==> config.mk <==
export PLATFORM = sky130hd
export DESIGN_NAME = pwr_sysctl
export DESIGN_NICKNAME = d
export VERILOG_FILES = /design/src/verilog/pwr_pkg.sv /design/src/verilog/pwr_tick_div.sv /design/src/verilog/pwr_sysctl.sv
export VERILOG_INCLUDE_DIRS = /design/src /design/src/verilog
export SDC_FILE = /design/constraint.sdc
export NUM_CORES = 1
export LEC_CHECK = 0
export BUFFER_PORTS_ARGS = -buffer_cell sky130_fd_sc_hd__buf_2
export CAP_MARGIN = 5
export CORE_MARGIN = 4
export CORE_UTILIZATION = 38
export DETAILED_ROUTE_END_ITERATION = 7
export PLACE_DENSITY_LB_ADDON = 0.05
export SYNTH_ARGS = -nofsm -noshare
export SYNTH_HDL_FRONTEND = slang
export SYNTH_SLANG_ARGS = --single-unit
export TNS_END_PERCENT = 20
==> constraint.sdc <==
create_clock -name clk_sys -period 5 [get_ports clk_sys]
set_input_delay 0 -clock clk_sys [delete_from_list [all_inputs] [get_ports clk_sys]]
set_output_delay 0 -clock clk_sys [all_outputs]
set_load 0.05 [all_outputs]
==> src/verilog/pwr_consts.svh <==
`ifndef PWR_CONSTS_SVH
`define PWR_CONSTS_SVH

// ****************************************************************
// Register byte addresses
// ****************************************************************
`define PWR_OFS_RESET_FLAGS 16'h1800
`define PWR_OFS_TIMER_CTRL 16'h1804
`define PWR_OFS_OPTION 16'h1808

// ****************************************************************
// Timer control and status fields
// ****************************************************************
`define PWR_TIMER_FLAG_BIT 7
`define PWR_TIMER_ACK_BIT 6
`define PWR_TIMER_CLKSEL_BIT 5
`define PWR_TIMER_IRQEN_BIT 4
`define PWR_TIMER_PERIOD_HI 2
`define PWR_TIMER_PERIOD_LO 0

// ****************************************************************
// Reset source flag fields
// ****************************************************************
`define PWR_FLAG_POR_BIT 7
`define PWR_FLAG_PIN_BIT 6
`define PWR_FLAG_WDOG_BIT 5
`define PWR_FLAG_BADOP_BIT 4
`define PWR_FLAG_BADADDR_BIT 3
`define PWR_FLAG_WAKEUNIT_BIT 2
`define PWR_FLAG_LOWV_BIT 1

// ****************************************************************
// Option fields
// ****************************************************************
`define PWR_OPT_TEMP_EN_BIT 3
`define PWR_OPT_TEMP_LEVEL_BIT 2

// ****************************************************************
// Reset values
// ****************************************************************
`define PWR_FLAGS_POR_VALUE 8'h82
`define PWR_TIMER_CTRL_RESET 8'h00
`define PWR_OPTION_RESET 8'h00

`endif

==> src/verilog/pwr_pkg.sv <==
package pwr_pkg;

    typedef logic [7:0] pwr_byte_t;

    typedef enum logic {
        pwr_src_slow,
        pwr_src_fast
    } pwr_clk_src_t;

endpackage

==> src/verilog/pwr_tick_div.sv <==
`timescale 1ns/1ps

module pwr_tick_div #(
    parameter int CNT_W = 8,
    parameter int SEL_W = 3
) (
    input wire logic clk_sys,
    input wire logic rst,
    input wire logic clear,
    input wire logic tick,
    input wire logic [SEL_W-1:0] period_sel,
    output logic expire
);

    // ****************************************************************
    // Period counter
    // ****************************************************************
    logic [CNT_W-1:0] count;
    logic [CNT_W-1:0] limit;
    logic [CNT_W-1:0] next_count;

    if (CNT_W < (2 ** SEL_W) - 1) begin : g_bad_width
        $error("Counter too narrow for the longest period.");
    end

    assign limit = CNT_W'(1) << period_sel;
    assign next_count = count + CNT_W'(1);

    always_ff @(posedge clk_sys or posedge rst) begin
        if (rst) begin
            count <= '0;
            expire <= 1'b0;
        end else if (clear || period_sel == '0) begin
            count <= '0;
            expire <= 1'b0;
        end else if (tick && next_count == limit) begin
            count <= '0;
            expire <= 1'b1;
        end else begin
            count <= tick ? next_count : count;
            expire <= 1'b0;
        end
    end

endmodule

==> src/verilog/pwr_sysctl.sv <==
// What this block does
// - Timer ticks from low-frequency oscillator, or high-frequency one in run mode.
// - Timer flag sets on each timer event, clears by acknowledge write, reset.
// - Acknowledge bit reads zero; writing one clears the timer flag.
// - Interrupt enable gates the timer interrupt request; reset clears it.
// - Period field: zero stops, else 2 to 128 oscillator ticks.
// - Timer works as run-mode interrupt and as wakeup from low-power modes.
// - No control can stop the low-frequency oscillator feeding the timer.
// - Temperature restart in deepest stop wakes the part, then resets it.
// - Software enables restart first; level bit picks cold or hot return.
// - Reset source register at 0x1800 holds seven read-only flags.
// - Debug-forced reset leaves every reset source flag cleared.
// - Writing the reset source address restarts watchdog, flags unchanged.
// - Power-on or low-voltage reset gives 0x82; others record active sources.
// - Pin flag set by low reset pin, not while in deepest stop.
// - Watchdog flag records timeouts; source blocked while watchdog disabled.
// - Bad opcode flag includes disabled stop and disabled background instruction.
// - Bad address flag records access to unimplemented memory.
// - Wakeup-unit flag records its reset except after deepest stop exit.
// - Low-voltage flag set by low-voltage trip with reset and stop enables both set, and by power-on.
// - Bit 0 of the reset source register always reads zero.
//
// Our own choice: the Avalon-MM register port.
`timescale 1ns/1ps
`include "pwr_consts.svh"

module pwr_sysctl #(
    parameter int PERIOD_CNT_W = 8
) (
    input wire logic clk_sys,
    input wire logic rst,
    input wire logic [15:0] avs_address,
    input wire logic avs_read,
    input wire logic avs_write,
    input wire logic [31:0] avs_writedata,
    input wire logic [3:0] avs_byteenable,
    output logic [31:0] avs_readdata,
    output logic avs_waitrequest,
    input wire logic low_freq_osc_tick,
    input wire logic high_freq_osc_tick,
    input wire logic run_mode,
    input wire logic deepest_stop_mode,
    input wire logic power_on_event,
    input wire logic low_voltage_trip,
    input wire logic low_voltage_reset_enable,
    input wire logic low_voltage_stop_enable,
    input wire logic reset_pin_n,
    input wire logic watchdog_timeout,
    input wire logic watchdog_enable,
    input wire logic bad_opcode_event,
    input wire logic stop_instr_exec,
    input wire logic stop_instruction_enable,
    input wire logic background_instr_exec,
    input wire logic background_debug_enable,
    input wire logic bad_address_event,
    input wire logic wakeup_unit_reset,
    input wire logic debug_forced_reset,
    input wire logic temp_very_low,
    input wire logic temp_very_high,
    output logic timer_irq,
    output logic timer_wakeup,
    output logic temp_wakeup,
    output logic mcu_reset,
    output logic watchdog_restart
);

    // ****************************************************************
    // Declarations
    // ****************************************************************
    pwr_pkg::pwr_byte_t reset_flags;
    pwr_pkg::pwr_byte_t next_flags;
    pwr_pkg::pwr_byte_t rd_value;
    pwr_pkg::pwr_clk_src_t timer_clock_select;
    logic timer_flag;
    logic timer_irq_enable;
    logic [2:0] timer_period_select;
    logic temp_restart_enable;
    logic temp_restart_level;
    logic temp_was_out;
    logic temp_out_now;
    logic sel_flags;
    logic sel_ctrl;
    logic sel_opt;
    logic wr_done;
    logic rd_start;
    logic pin_src;
    logic wdog_src;
    logic op_src;
    logic wu_src;
    logic lv_src;
    logic any_src;
    logic timer_tick;
    logic expire;
    logic ack_write;

    // Seven bits are the least that still reach the longest period, by wrapping to zero.
    if (PERIOD_CNT_W < 7) begin : g_bad_cnt_w
        $error("Period counter narrower than seven bits.");
    end

    // ****************************************************************
    // Register bus
    // ****************************************************************
    assign sel_flags = avs_address == `PWR_OFS_RESET_FLAGS;
    assign sel_ctrl = avs_address == `PWR_OFS_TIMER_CTRL;
    assign sel_opt = avs_address == `PWR_OFS_OPTION;
    assign wr_done = avs_write && !avs_waitrequest && avs_byteenable[0];
    assign rd_start = avs_read && avs_waitrequest;
    assign ack_write = wr_done && sel_ctrl && avs_writedata[`PWR_TIMER_ACK_BIT];

    // A request always stalls one cycle so read data come from a flop.
    always_ff @(posedge clk_sys or posedge rst) begin
        if (rst) begin
            avs_waitrequest <= 1'b1;
        end else if ((avs_read || avs_write) && avs_waitrequest) begin
            avs_waitrequest <= 1'b0;
        end else begin
            avs_waitrequest <= 1'b1;
        end
    end

    always_comb begin
        rd_value = '0;
        if (sel_flags) begin
            rd_value = reset_flags & 8'hfe;
        end else if (sel_ctrl) begin
            rd_value[`PWR_TIMER_FLAG_BIT] = timer_flag;
            rd_value[`PWR_TIMER_ACK_BIT] = 1'b0;
            rd_value[`PWR_TIMER_CLKSEL_BIT] = timer_clock_select == pwr_pkg::pwr_src_fast;
            rd_value[`PWR_TIMER_IRQEN_BIT] = timer_irq_enable;
            rd_value[`PWR_TIMER_PERIOD_HI:`PWR_TIMER_PERIOD_LO] = timer_period_select;
        end else if (sel_opt) begin
            rd_value[`PWR_OPT_TEMP_EN_BIT] = temp_restart_enable;
            rd_value[`PWR_OPT_TEMP_LEVEL_BIT] = temp_restart_level;
        end
    end

    always_ff @(posedge clk_sys or posedge rst) begin
        if (rst) begin
            avs_readdata <= '0;
        end else if (rd_start) begin
            avs_readdata <= {24'h000000, rd_value};
        end
    end

    // ****************************************************************
    // Reset sources
    // ****************************************************************
    assign pin_src = !reset_pin_n;
    assign wdog_src = watchdog_timeout && watchdog_enable;
    assign op_src = bad_opcode_event
        || (stop_instr_exec && !stop_instruction_enable)
        || (background_instr_exec && !background_debug_enable);
    assign wu_src = wakeup_unit_reset && !deepest_stop_mode;
    assign lv_src = power_on_event
        || (low_voltage_trip && low_voltage_reset_enable && low_voltage_stop_enable);
    // A wakeup-unit reset still resets in deepest stop; only its flag is withheld.
    assign any_src = pin_src || wdog_src || op_src || bad_address_event
        || wakeup_unit_reset || lv_src || temp_wakeup || debug_forced_reset;

    always_comb begin
        next_flags = '0;
        if (debug_forced_reset) begin
            next_flags = '0;
        end else if (lv_src) begin
            next_flags = `PWR_FLAGS_POR_VALUE;
        end else begin
            next_flags[`PWR_FLAG_PIN_BIT] = pin_src && !deepest_stop_mode;
            next_flags[`PWR_FLAG_WDOG_BIT] = wdog_src;
            next_flags[`PWR_FLAG_BADOP_BIT] = op_src;
            next_flags[`PWR_FLAG_BADADDR_BIT] = bad_address_event;
            next_flags[`PWR_FLAG_WAKEUNIT_BIT] = wu_src;
        end
    end

    // Flags only change on a reset event, so a bus write never alters them.
    always_ff @(posedge clk_sys or posedge rst) begin
        if (rst) begin
            reset_flags <= `PWR_FLAGS_POR_VALUE;
        end else if (any_src) begin
            reset_flags <= next_flags;
        end
    end

    always_ff @(posedge clk_sys or posedge rst) begin
        if (rst) begin
            mcu_reset <= 1'b0;
        end else begin
            mcu_reset <= any_src;
        end
    end

    always_ff @(posedge clk_sys or posedge rst) begin
        if (rst) begin
            watchdog_restart <= 1'b0;
        end else begin
            watchdog_restart <= wr_done && sel_flags;
        end
    end

    // ****************************************************************
    // Periodic wakeup timer
    // ****************************************************************
    // The slow tick has no enable anywhere in this block, so it keeps running.
    assign timer_tick = (timer_clock_select == pwr_pkg::pwr_src_fast)
        ? (high_freq_osc_tick && run_mode) : low_freq_osc_tick;

    pwr_tick_div #(
        .CNT_W(PERIOD_CNT_W),
        .SEL_W(3)
    ) u_div (
        .clk_sys(clk_sys),
        .rst(rst),
        .clear(any_src),
        .tick(timer_tick),
        .period_sel(timer_period_select),
        .expire(expire)
    );

    always_ff @(posedge clk_sys or posedge rst) begin
        if (rst) begin
            timer_flag <= 1'b0;
        end else if (any_src) begin
            timer_flag <= 1'b0;
        end else if (expire) begin
            timer_flag <= 1'b1;
        end else if (ack_write) begin
            timer_flag <= 1'b0;
        end
    end

    always_ff @(posedge clk_sys or posedge rst) begin
        if (rst) begin
            timer_irq_enable <= 1'b0;
            timer_period_select <= 3'h0;
            timer_clock_select <= pwr_pkg::pwr_src_slow;
        end else if (any_src) begin
            timer_irq_enable <= 1'b0;
            timer_period_select <= 3'h0;
            timer_clock_select <= pwr_pkg::pwr_src_slow;
        end else if (wr_done && sel_ctrl) begin
            timer_irq_enable <= avs_writedata[`PWR_TIMER_IRQEN_BIT];
            timer_period_select <= avs_writedata[`PWR_TIMER_PERIOD_HI:`PWR_TIMER_PERIOD_LO];
            timer_clock_select <= pwr_pkg::pwr_clk_src_t'(avs_writedata[`PWR_TIMER_CLKSEL_BIT]);
        end
    end

    always_ff @(posedge clk_sys or posedge rst) begin
        if (rst) begin
            timer_irq <= 1'b0;
            timer_wakeup <= 1'b0;
        end else begin
            timer_irq <= timer_flag && timer_irq_enable && !any_src;
            timer_wakeup <= expire;
        end
    end

    // ****************************************************************
    // Temperature restart
    // ****************************************************************
    // Software must arm this before entering deepest stop; nothing checks it.
    assign temp_out_now = temp_restart_level ? temp_very_high : temp_very_low;

    always_ff @(posedge clk_sys or posedge rst) begin
        if (rst) begin
            temp_restart_enable <= 1'b0;
            temp_restart_level <= 1'b0;
        end else if (any_src) begin
            temp_restart_enable <= 1'b0;
            temp_restart_level <= 1'b0;
        end else if (wr_done && sel_opt) begin
            temp_restart_enable <= avs_writedata[`PWR_OPT_TEMP_EN_BIT];
            temp_restart_level <= avs_writedata[`PWR_OPT_TEMP_LEVEL_BIT];
        end
    end

    always_ff @(posedge clk_sys or posedge rst) begin
        if (rst) begin
            temp_was_out <= 1'b0;
        end else begin
            temp_was_out <= temp_out_now;
        end
    end

    // The wakeup pulse is itself a reset source on the next edge.
    always_ff @(posedge clk_sys or posedge rst) begin
        if (rst) begin
            temp_wakeup <= 1'b0;
        end else begin
            temp_wakeup <= deepest_stop_mode && temp_restart_enable
                && temp_was_out && !temp_out_now;
        end
    end
endmodule

# Yosys cells after proc, flatten, opt, wreduce, memory -nomap -nowiden
# Index checks and enable logic that the tools add are counted.
# totals
reg_bits	40
input_bits	77
# classes
n_addsub	1
n_eq_ne	4
shifts	1
muxes	31
n_reduce_logical	46
# ops
operator	count
16-bit by 13-bit equality test with 1-bit output (second input constant)	3
8-bit 2-to-1 mux	5
1-bit logical AND	22
1-bit 2-to-1 mux	19
1-bit logical OR	12
8-bit by 1-bit adder with 8-bit output (second input constant)	1
8-bit equality test	1
1-bit by 3-bit << shifter with 8-bit output (first input constant)	1
1-bit logical NOT	7
2-bit 2-to-1 mux	3
3-bit 2-to-1 mux	2
3-bit nonzero test	2
5-bit 2-to-1 mux	1
4-bit 2-to-1 mux	1
2-bit nonzero test	2
3-bit logical NOT	1

# Longest topological paths before layout
# Gate-level depths: netlist of the first run.
# depth
ltp_word	12
depth_mapped	9
mapped_depth_nobuf	8

# Hierarchy
# From an unflattened synthesis of the first run, not the netlist that was laid out.
# hier_totals
cells_unflattened	249
area_unflattened_um2	2404.8
# by_module_without_submodules
mod	instances	cells_per_inst	area_each_um2	seq_area_each_um2
pwr_sysctl	1	163	1666.6	728.2
pwr_tick_div	1	86	738.2	225.2

# Least setup slack after synthesis of the first run
# Ideal clock, no wire load.
# synth_path
path_kind	reg2reg
startpoint	register u_div.count[0]
endpoint	register u_div.count[3]
setup_ns	0.084
t_arrival_ns	2.209
required_time_ns	4.916
slack_ns	2.708
path_stages_with_launch	10
n_path_buf	1
synth_period_minus_slack_ns	2.292
path_cell_list	dfrtp_1 -> ha_1 -> xor2_2 -> a211o_2 -> a21oi_1 -> nor4_1 -> o211a_1 -> buf_6 -> or4_1 -> a31oi_1
# synth_via
elab_chain_len	5
word_cells_on_any_way	7
classes_between	add/sub: 1; eq/ne: 1; mux: 3; reduce/logical: 2
# synth_rtl
element	line_no	text
start, declared	pwr_tick_div.sv:18	logic [CNT_W-1:0] count;
start signal, assigned	pwr_tick_div.sv:40	count <= tick ? next_count : count;
8-bit by 1-bit adder with 8-bit output *	pwr_tick_div.sv:27	assign next_count = count + CNT_W'(1);
8-bit equality test	pwr_tick_div.sv:36	end else if (tick && next_count == limit) begin
1-bit logical AND	pwr_tick_div.sv:36	
8-bit 2-to-1 mux	pwr_tick_div.sv:36	
8-bit 2-to-1 mux	pwr_tick_div.sv:33	end else if (clear || period_sel == '0) begin
# Every way passes the cells marked *; elsewhere a longest branch is shown, timed or not. The select of a mux whose other input is x is not followed.
# A chain may end at the register's enable or synchronous reset.

# Worst setup path after layout of the first run
# Same ends and word-level chain as after synthesis.

==> metrics.cfg, run 1 <==
[run_status]
status = complete, no violations

[sta]
report.final.slew_viol_count = 0
final.period_utilization_pct = 51.15
post-route-min-period_ns = 2.557
headroom_to_the_max_slew_limit_pct = 61.00
grt_setup_unrepaired = false
final-setup-viol-count = 0
fin_setup_tns_ns = 0
final_critical_path_setup_slack_ns = 2.443
final-hold-violation-count = 0
worst_pin_slew_ns = 0.5805
timing.fmax_mhz = 391.0
setup_skew_ns = 0.01143

[hold_path]
type_of_the_worst_min_delay_path = primary input to flip-flop
holdPathStages = 3
holdCritStartpoint = stop_instr_exec

[clock_tree]
clock-root-buffer = sky130_fd_sc_hd__clkbuf_8
post_cts_buffers = 0
tritoncts.num_buffers = 5
h-tree-depth = 2
clk-insertion-delay-late_ns = 0.29
clkSlewWorstSetupHoldPaths_ns = 0.09
max-clock-path-buffers = 2
tritoncts_clock_tree = built
numClockSinks = 38

[grt]
met1_usage_pct = 24.51
grt_first_pass_wirelength_um = 9625
grt_overflow_total = 0
groute.layer.met3.usage_pct = 2.852
busiest_layer = met1
met2_usage_pct = 24.04
antenna_found_initial = 0
grt_usage_pct = 16.14
pin_count_of_the_biggest_net_entering_global_routing = 39
via_count_of_the_first_global_routing_pass = 1910

[die]
io_pins = 115
floorplan.initialDensity_pct = 39.22
die_ar_um2 = 7426
core.rowCount = 28
floorplan.core_area_um2 = 5921
die_h_um = 86.18
floorplan.die.width_um = 86.18

[logic_synthesis]
synth_seq_area_share_pct = 41.06
synth_top_area_cell = sky130_fd_sc_hd__dfrtp_1
cell_area_after_technology_mapping_um2 = 2322
yosys_warnings = 0
postSynthRegisterBits = 38
number_of_enable_type_register_cells_in_the_synthesized_netlist = 0
yosys_most_used_dff = sky130_fd_sc_hd__dfrtp_1
syn-mean-instance-area_um2 = 9.326
ys_types = 57
synthesis.instances = 249
ys_async_sr_fraction_pct = 100.0
yosys-top-cells-area = sky130_fd_sc_hd__dfrtp_1, sky130_fd_sc_hd__buf_4, sky130_fd_sc_hd__nand2_1, sky130_fd_sc_hd__mux2i_1, sky130_fd_sc_hd__nor2_1
netlist.area_leader.share_pct = 38.79

[detailed_routing]
number_of_detailed_routing_iterations_run_before_antenna_repair = 4
final_antenna_net_count = 0
dr_total_vias = 2040
route.detailed.drc = 0
via_per_inst = 5.062
totalWireLength_um = 5715
detail_route.wl_per_cell_um = 14.18
first_iter_violations = 98

[layout]
regArea_um2 = 953.4
drive_above_1_share_pct = 25.91
nNetsFinal = 405
antenna_cells = 0
multi_input_comb_area_um2 = 1164
filler_cell_count = 584
postLayoutCoreUtil_pct = 49.28
stdcell_area_um2 = 2918
area.growth.synth_to_final_pct = 25.65

[placement]
dp_worst_setup_slack_ns = 2.420
placer_s_final_routability_congestion_estimate = 0.7654
placed_area_um2 = 2570
detailedPlacementHpwl_um = 4144
quantity_of_i_o_buffers_inserted_on_ports = 62

[worst_setup_path]
critical_path.n_buffers_inverters = 0
critPathLaunchType = flip-flop
worstSetupEndpointType = flip-flop
r2r_setup_slack_ns = 2.44
endpoint = u_div.count[3]
worst_ep_arrival_time_ns = 2.73
cp_top_family = compound AO/OA/AOI/OAI gates
path_depth = 8
crit_type = flip-flop to flip-flop
slowest_stage = sky130_fd_sc_hd__dfrtp_1
startpoint_of_the_most_critical_setup_path = u_div.count[0]
path_max_fanout = 13
reg2reg_depth = 8
r2r_end = u_div.count[3]
crit_chain = ha_1 -> nand4b_1 -> and4b_1 -> a2111o_1 -> nor4_1 -> o211a_1 -> nand3b_1 -> a31oi_1
critical_path_data_required_time_ns = 5.17
worstReg2RegStart = u_div.count[0]
cp_slowest_stage_delay_ns = 0.46

[power_and_ir_drop]
power.ir.vdd_worst_v = 0.00009528
p_leak_nw = 1.320
cell_area_power_density_nw_per_um2 = 252.9

[run]
max_cap_viol_count = 0

==> worst min-delay path, delay by kind of cell <==
kind	cells	cell delay [ns]
compound gates	2	0.18
buf+inv	1	0.07
==> per-stage QoR <==
step / hold slack [ns] / total power [W] / std cells
after floorplan: 0.06305 / 0.0003966 / 272
after global placement: 0.1556 / 0.0004099 / 374
after global routing: 0.02098 / 0.0007648 / 403
final: 0.004557 / 0.0007378 / 403
after CTS: 0.003706 / 0.0007440 / 403
after detailed placement: 0.1578 / 0.0004104 / 374
==> metal layers <==
| layer | vias up | wire length (um) | part of all wire, % |
|---|---|---|---|
| li1 | 1010 | - | - |
| met1 | 966 | 2732 | 48 |
| met2 | 62 | 2592 | 45 |
| met3 | 2 | 364 | 6.4 |
| met4 | 0 | 26 | 0.45 |
| met5 | - | 0 | 0 |
==> power breakdown <==
part	internal [W]	leakage, nW	total (W)	switching [W]
clock	0.000200	0.0683	0.000322	0.000122
combinational	0.0000326	0.737	0.000102	0.0000693
sequential	0.000311	0.515	0.000314	0.00000274
total	0.000544	1.32	0.000738	0.000194
==> worst min-delay path by stage <==
| stage | slack [ns] | end |
|---|---|---|
| 3_5_place_dp | 0.16 | u_div.count[2] |
| 2_1_floorplan | 0.06 | avs_waitrequest |
| 3_3_place_gp | 0.16 | u_div.count[2] |
| 5_1_grt | 0.02 | reset_flags[1] |
| 4_1_cts | 0.004 | reset_flags[4] |
| 6_report | 0.005 | reset_flags[4] |
==> cell usage after synthesis (all sizes together), types with 2 or more instances <==
master  number
mux2i        9
nand2       27
nand3b       7
clkbuf       5
nand2b       2
dfstp        2
nand3        8
and3         3
nor3b        2
o21ai       10
nand4b       2
xnor2        2
nor4         7
o31ai        3
nand4        3
and4b        3
buf         33
a21oi        9
xor2         4
a211o        3
nor2        15
a31oi        8
dfrtp       36
or4          5
nor2b        4
a22oi        4
nor3         4
inv          7
a22o         2
==> cell families (layout without fill, tap and decap cells) <==
kind of cell	Yosys count	count (layout)	synth area share (%)
AOI/OAI and AO/OA	51	51	15.25
xor gates and xnor gates	6	6	2.587
adders and majority gates	1	1	0.5387
buffers and inverters	45	101	12.55
DFF	38	38	41.06
muxes	10	10	4.364
other	1	24	0.1615
and+or+nand+nor	97	97	23.49
==> flip-flops by register name, summed over array words and instances (netlist names), 3 cells and up <==
signal               cells
u_div.count              8
timer_period_select      3
avs_readdata             8
reset_flags              6
==> placed cells by master, fill, tap and decap left out, types with 4 or more instances in the layout <==
cell type                       synthesis  routed
sky130_fd_sc_hd__buf_2                  5      62
sky130_fd_sc_hd__dfrtp_1               36      36
sky130_fd_sc_hd__nand2_1               27      27
sky130_fd_sc_hd__conb_1                 1      24
sky130_fd_sc_hd__dlygate4sd3_1          0      21
sky130_fd_sc_hd__nor2_1                15      15
sky130_fd_sc_hd__o21ai_0                9       9
sky130_fd_sc_hd__mux2i_1                9       9
sky130_fd_sc_hd__a21oi_1                9       9
sky130_fd_sc_hd__a31oi_1                8       8
sky130_fd_sc_hd__nor4_1                 7       7
sky130_fd_sc_hd__nand3b_1               7       7
sky130_fd_sc_hd__inv_1                  6       6
sky130_fd_sc_hd__nand3_1                6       6
sky130_fd_sc_hd__or4_1                  5       5
sky130_fd_sc_hd__clkbuf_8               0       5
sky130_fd_sc_hd__nor3_1                 4       4
sky130_fd_sc_hd__a22oi_1                4       4
sky130_fd_sc_hd__nor2b_1                4       4
==> layout make-up <==
class / instances / share of cell area, %
inverters: 7 / 0.9005
repair buffers: 86 / 18.61
well taps: 75 / 3.216
multi-input cells: 189 / 39.88
clock buffers: 5 / 2.358
clock inverters: 3 / 2.358
flip-flops and latches: 38 / 32.68
==> repair_timing <==
item	in CTS	in global routing
resized for setup	0	0
hold buffers	21	0
hold endpoints to repair	53	0
Note: power is estimated with default switching activity, not from simulation.
==> run 2: changes to the inputs <==
==> constraint.sdc (replaced) <==
create_clock -name clk_sys -period 2.2 [get_ports clk_sys]
set_input_delay 0 -clock clk_sys [delete_from_list [all_inputs] [get_ports clk_sys]]
set_output_delay 0 -clock clk_sys [all_outputs]
set_load 0.05 [all_outputs]
==> run 2 against run 1 <==
The run now ends with negative setup slack left. Critical path depth rose by 1. Power grew 130%. Sequential power increased by 130%. Final area rose by 9.4%. Clock skew decreased by 0.0033 ns. Register-to-register slack lost 2.5 ns. Via count grew 4.7%. Utilization is 4.6 points higher. Cell count up 6.2%. Hold slack improved by 0.017 ns.
==> metrics.cfg, run 2 (same netlist as run 1, synthesis figures left out) <==
[run_status]
status = complete, but fails checks
failed_checks = negative setup slack

[die]
floorplan.core_area_um2 = 5921
die_ar_um2 = 7426
core.rowCount = 28
io_pins = 115
die_h_um = 86.18
floorplan.die.width_um = 86.18
floorplan.initialDensity_pct = 39.22

[grt]
grt_usage_pct = 17.43
via_count_of_the_first_global_routing_pass = 2059
antenna_found_initial = 0
grt_first_pass_wirelength_um = 10240
pin_count_of_the_biggest_net_entering_global_routing = 39
grt_overflow_total = 0

[layout]
instances_no_fill = 428
layout_common_cells = sky130_fd_sc_hd__buf_2, sky130_fd_sc_hd__dfrtp_1, sky130_fd_sc_hd__nand2_1, sky130_fd_sc_hd__buf_4, sky130_fd_sc_hd__conb_1
drive_above_1_share_pct = 34.28
reg.largest.list = avs_readdata (8), u_div.count (8), reset_flags (6)
stdcell_area_um2 = 3192
nNetsFinal = 430
antenna_cells = 0
area.growth.synth_to_final_pct = 37.45
leading_cell_type_in_the_layout_fill_and_taps_excluded = sky130_fd_sc_hd__buf_2

[power_and_ir_drop]
netSwitchingPower_w = 0.0004349
cell_area_power_density_nw_per_um2 = 525.0
p_int_w = 0.001241
power.ir.vdd_worst_v = 0.0002558
power.clock.fraction_pct = 43.2
share_seq_of_total_power_pct = 42.6
pwr-share-comb_pct = 14.2
power.share.switching_pct = 25.96
p_leak_nw = 1.467

[clock_tree]
clkSlewWorstSetupHoldPaths_ns = 0.08
max-clock-path-buffers = 2
tritoncts_clock_tree = built
clk-insertion-delay-late_ns = 0.29
h-tree-depth = 2
clock-root-buffer = sky130_fd_sc_hd__clkbuf_8
numClockSinks = 38
tritoncts.num_buffers = 5

[worst_setup_path]
critPathLaunchType = flip-flop
path_max_fanout = 13
critical_path_data_required_time_ns = 2.43
crit_type = flip-flop to flip-flop
crit_chain = ha_4 -> xor2_2 -> a211o_2 -> a21oi_2 -> nor4_2 -> o211a_1 -> buf_12 -> or4_4 -> a31oi_4
worst_ep_arrival_time_ns = 2.49
worstReg2RegStart = u_div.count[0]
reg2reg_depth = 9
r2r_setup_slack_ns = -0.06
slowest_stage = sky130_fd_sc_hd__dfrtp_2
r2r_end = u_div.count[4]
worstSetupEndpointType = flip-flop
cp_slowest_stage_delay_ns = 0.43

[sta]
final-hold-violation-count = 0
final_critical_path_setup_slack_ns = -0.06063
hold-worst-slack_ns = 0.02185
post-route-min-period_ns = 2.261
grt_setup_unrepaired = true
final-setup-viol-count = 5
headroom_to_the_max_slew_limit_pct = 60.89
final.period_utilization_pct = 102.8
setup_skew_ns = 0.008089
worst_pin_slew_ns = 0.5822
report.final.slew_viol_count = 0
timing.fmax_mhz = 442.4

[detailed_routing]
dr_total_vias = 2135
final_antenna_net_count = 0
route.detailed.drc = 0
first_iter_violations = 73
totalWireLength_um = 5991
via_per_inst = 4.988
detail_route.wl_per_cell_um = 14.00
number_of_detailed_routing_iterations_run_before_antenna_repair = 4

[placement]
detailedPlacementHpwl_um = 4505
quantity_of_i_o_buffers_inserted_on_ports = 62
placed_area_um2 = 2784
place.detailed.instances = 399
dp_worst_setup_slack_ns = -0.09509
placer_s_final_routability_congestion_estimate = 0.8408

[hold_path]
holdPathStages = 4
holdCritStartpoint = watchdog_timeout
type_of_the_worst_min_delay_path = primary input to flip-flop
destination_of_the_worst_hold_path = reset_flags[4]

[run]
max_cap_viol_count = 0

[run 2: what timing repair did]
action	4_1_cts	5_1_grt
resized for setup	4	7
pin swaps	10	5
setup buffers	0	0
endpoints found under the setup margin	6	10
hold buffers	21	0
endpoints found under the hold margin	53	0
[run 2: worst max-delay path by stage]
stage | startpoint | to | slack (ns)
after floorplan | u_div.count[0] | u_div.count[3] | 0.006
after CTS | u_div.count[1] | u_div.count[4] | -0.04
after global placement | u_div.count[0] | u_div.count[3] | -0.04
after detailed placement | u_div.count[1] | u_div.count[3] | -0.1
final | u_div.count[0] | u_div.count[4] | -0.06
after global routing | u_div.count[1] | u_div.count[6] | -0.20
[run 2: per-stage QoR]
stage / total power, W / TNS [ns] / utilization, %
6_report: 0.001676 / -0.1912 / 53.91
4_1_cts: 0.001697 / -0.1820 / 53.17
3_5_place_dp: 0.0009359 / -0.3928 / 47.02
2_1_floorplan: 0.0009013 / 0 / -
3_3_place_gp: 0.0009340 / -0.1896 / 47.02
5_1_grt: 0.001757 / -1.028 / 53.91
[run 2: area by class of cell]
type                            count  area [um2]
Clock buffer                        5       68.82
Clock inverter                      3       68.82
Fill cell                         565        2729
Inverter                            7       26.28
Multi-Input combinational cell    189        1232
Sequential cell                    38       955.9
Tap cell                           75       93.84
Timing Repair Buffer              111       745.7
[run 2: layer usage]
metal / routed length (um) / vias up / GRT usage, %
met2: 2655 / 76 / 26.42
met1: 2852 / 990 / 25.18
met4: 46 / 0 / 4.249
met5: 0 / - / 0
li1: - / 1065 / -
met3: 436 / 4 / 4.183
[run 2: power by group through the flow]
| stage | Clock, W | Combinational, W | Sequential (W) |
|---|---|---|---|
| floorplan | 0 | 0.000167 | 0.000734 |
| global placement | 0 | 0.000207 | 0.000727 |
| detailed placement | 0 | 0.000208 | 0.000728 |
| CTS | 0.000746 | 0.000237 | 0.000714 |
| global route | 0.000783 | 0.000258 | 0.000715 |
| finish | 0.000724 | 0.000238 | 0.000714 |
[run 2: critical path: cells and delay by family (launching register included)]
family / cells / cell delay (ns)
xor+xnor: 1 / 0.19
simple gates: 2 / 0.49
flops: 1 / 0.43
compound gates: 4 / 0.75
fa+ha+maj: 1 / 0.19
buf+inv: 1 / 0.14
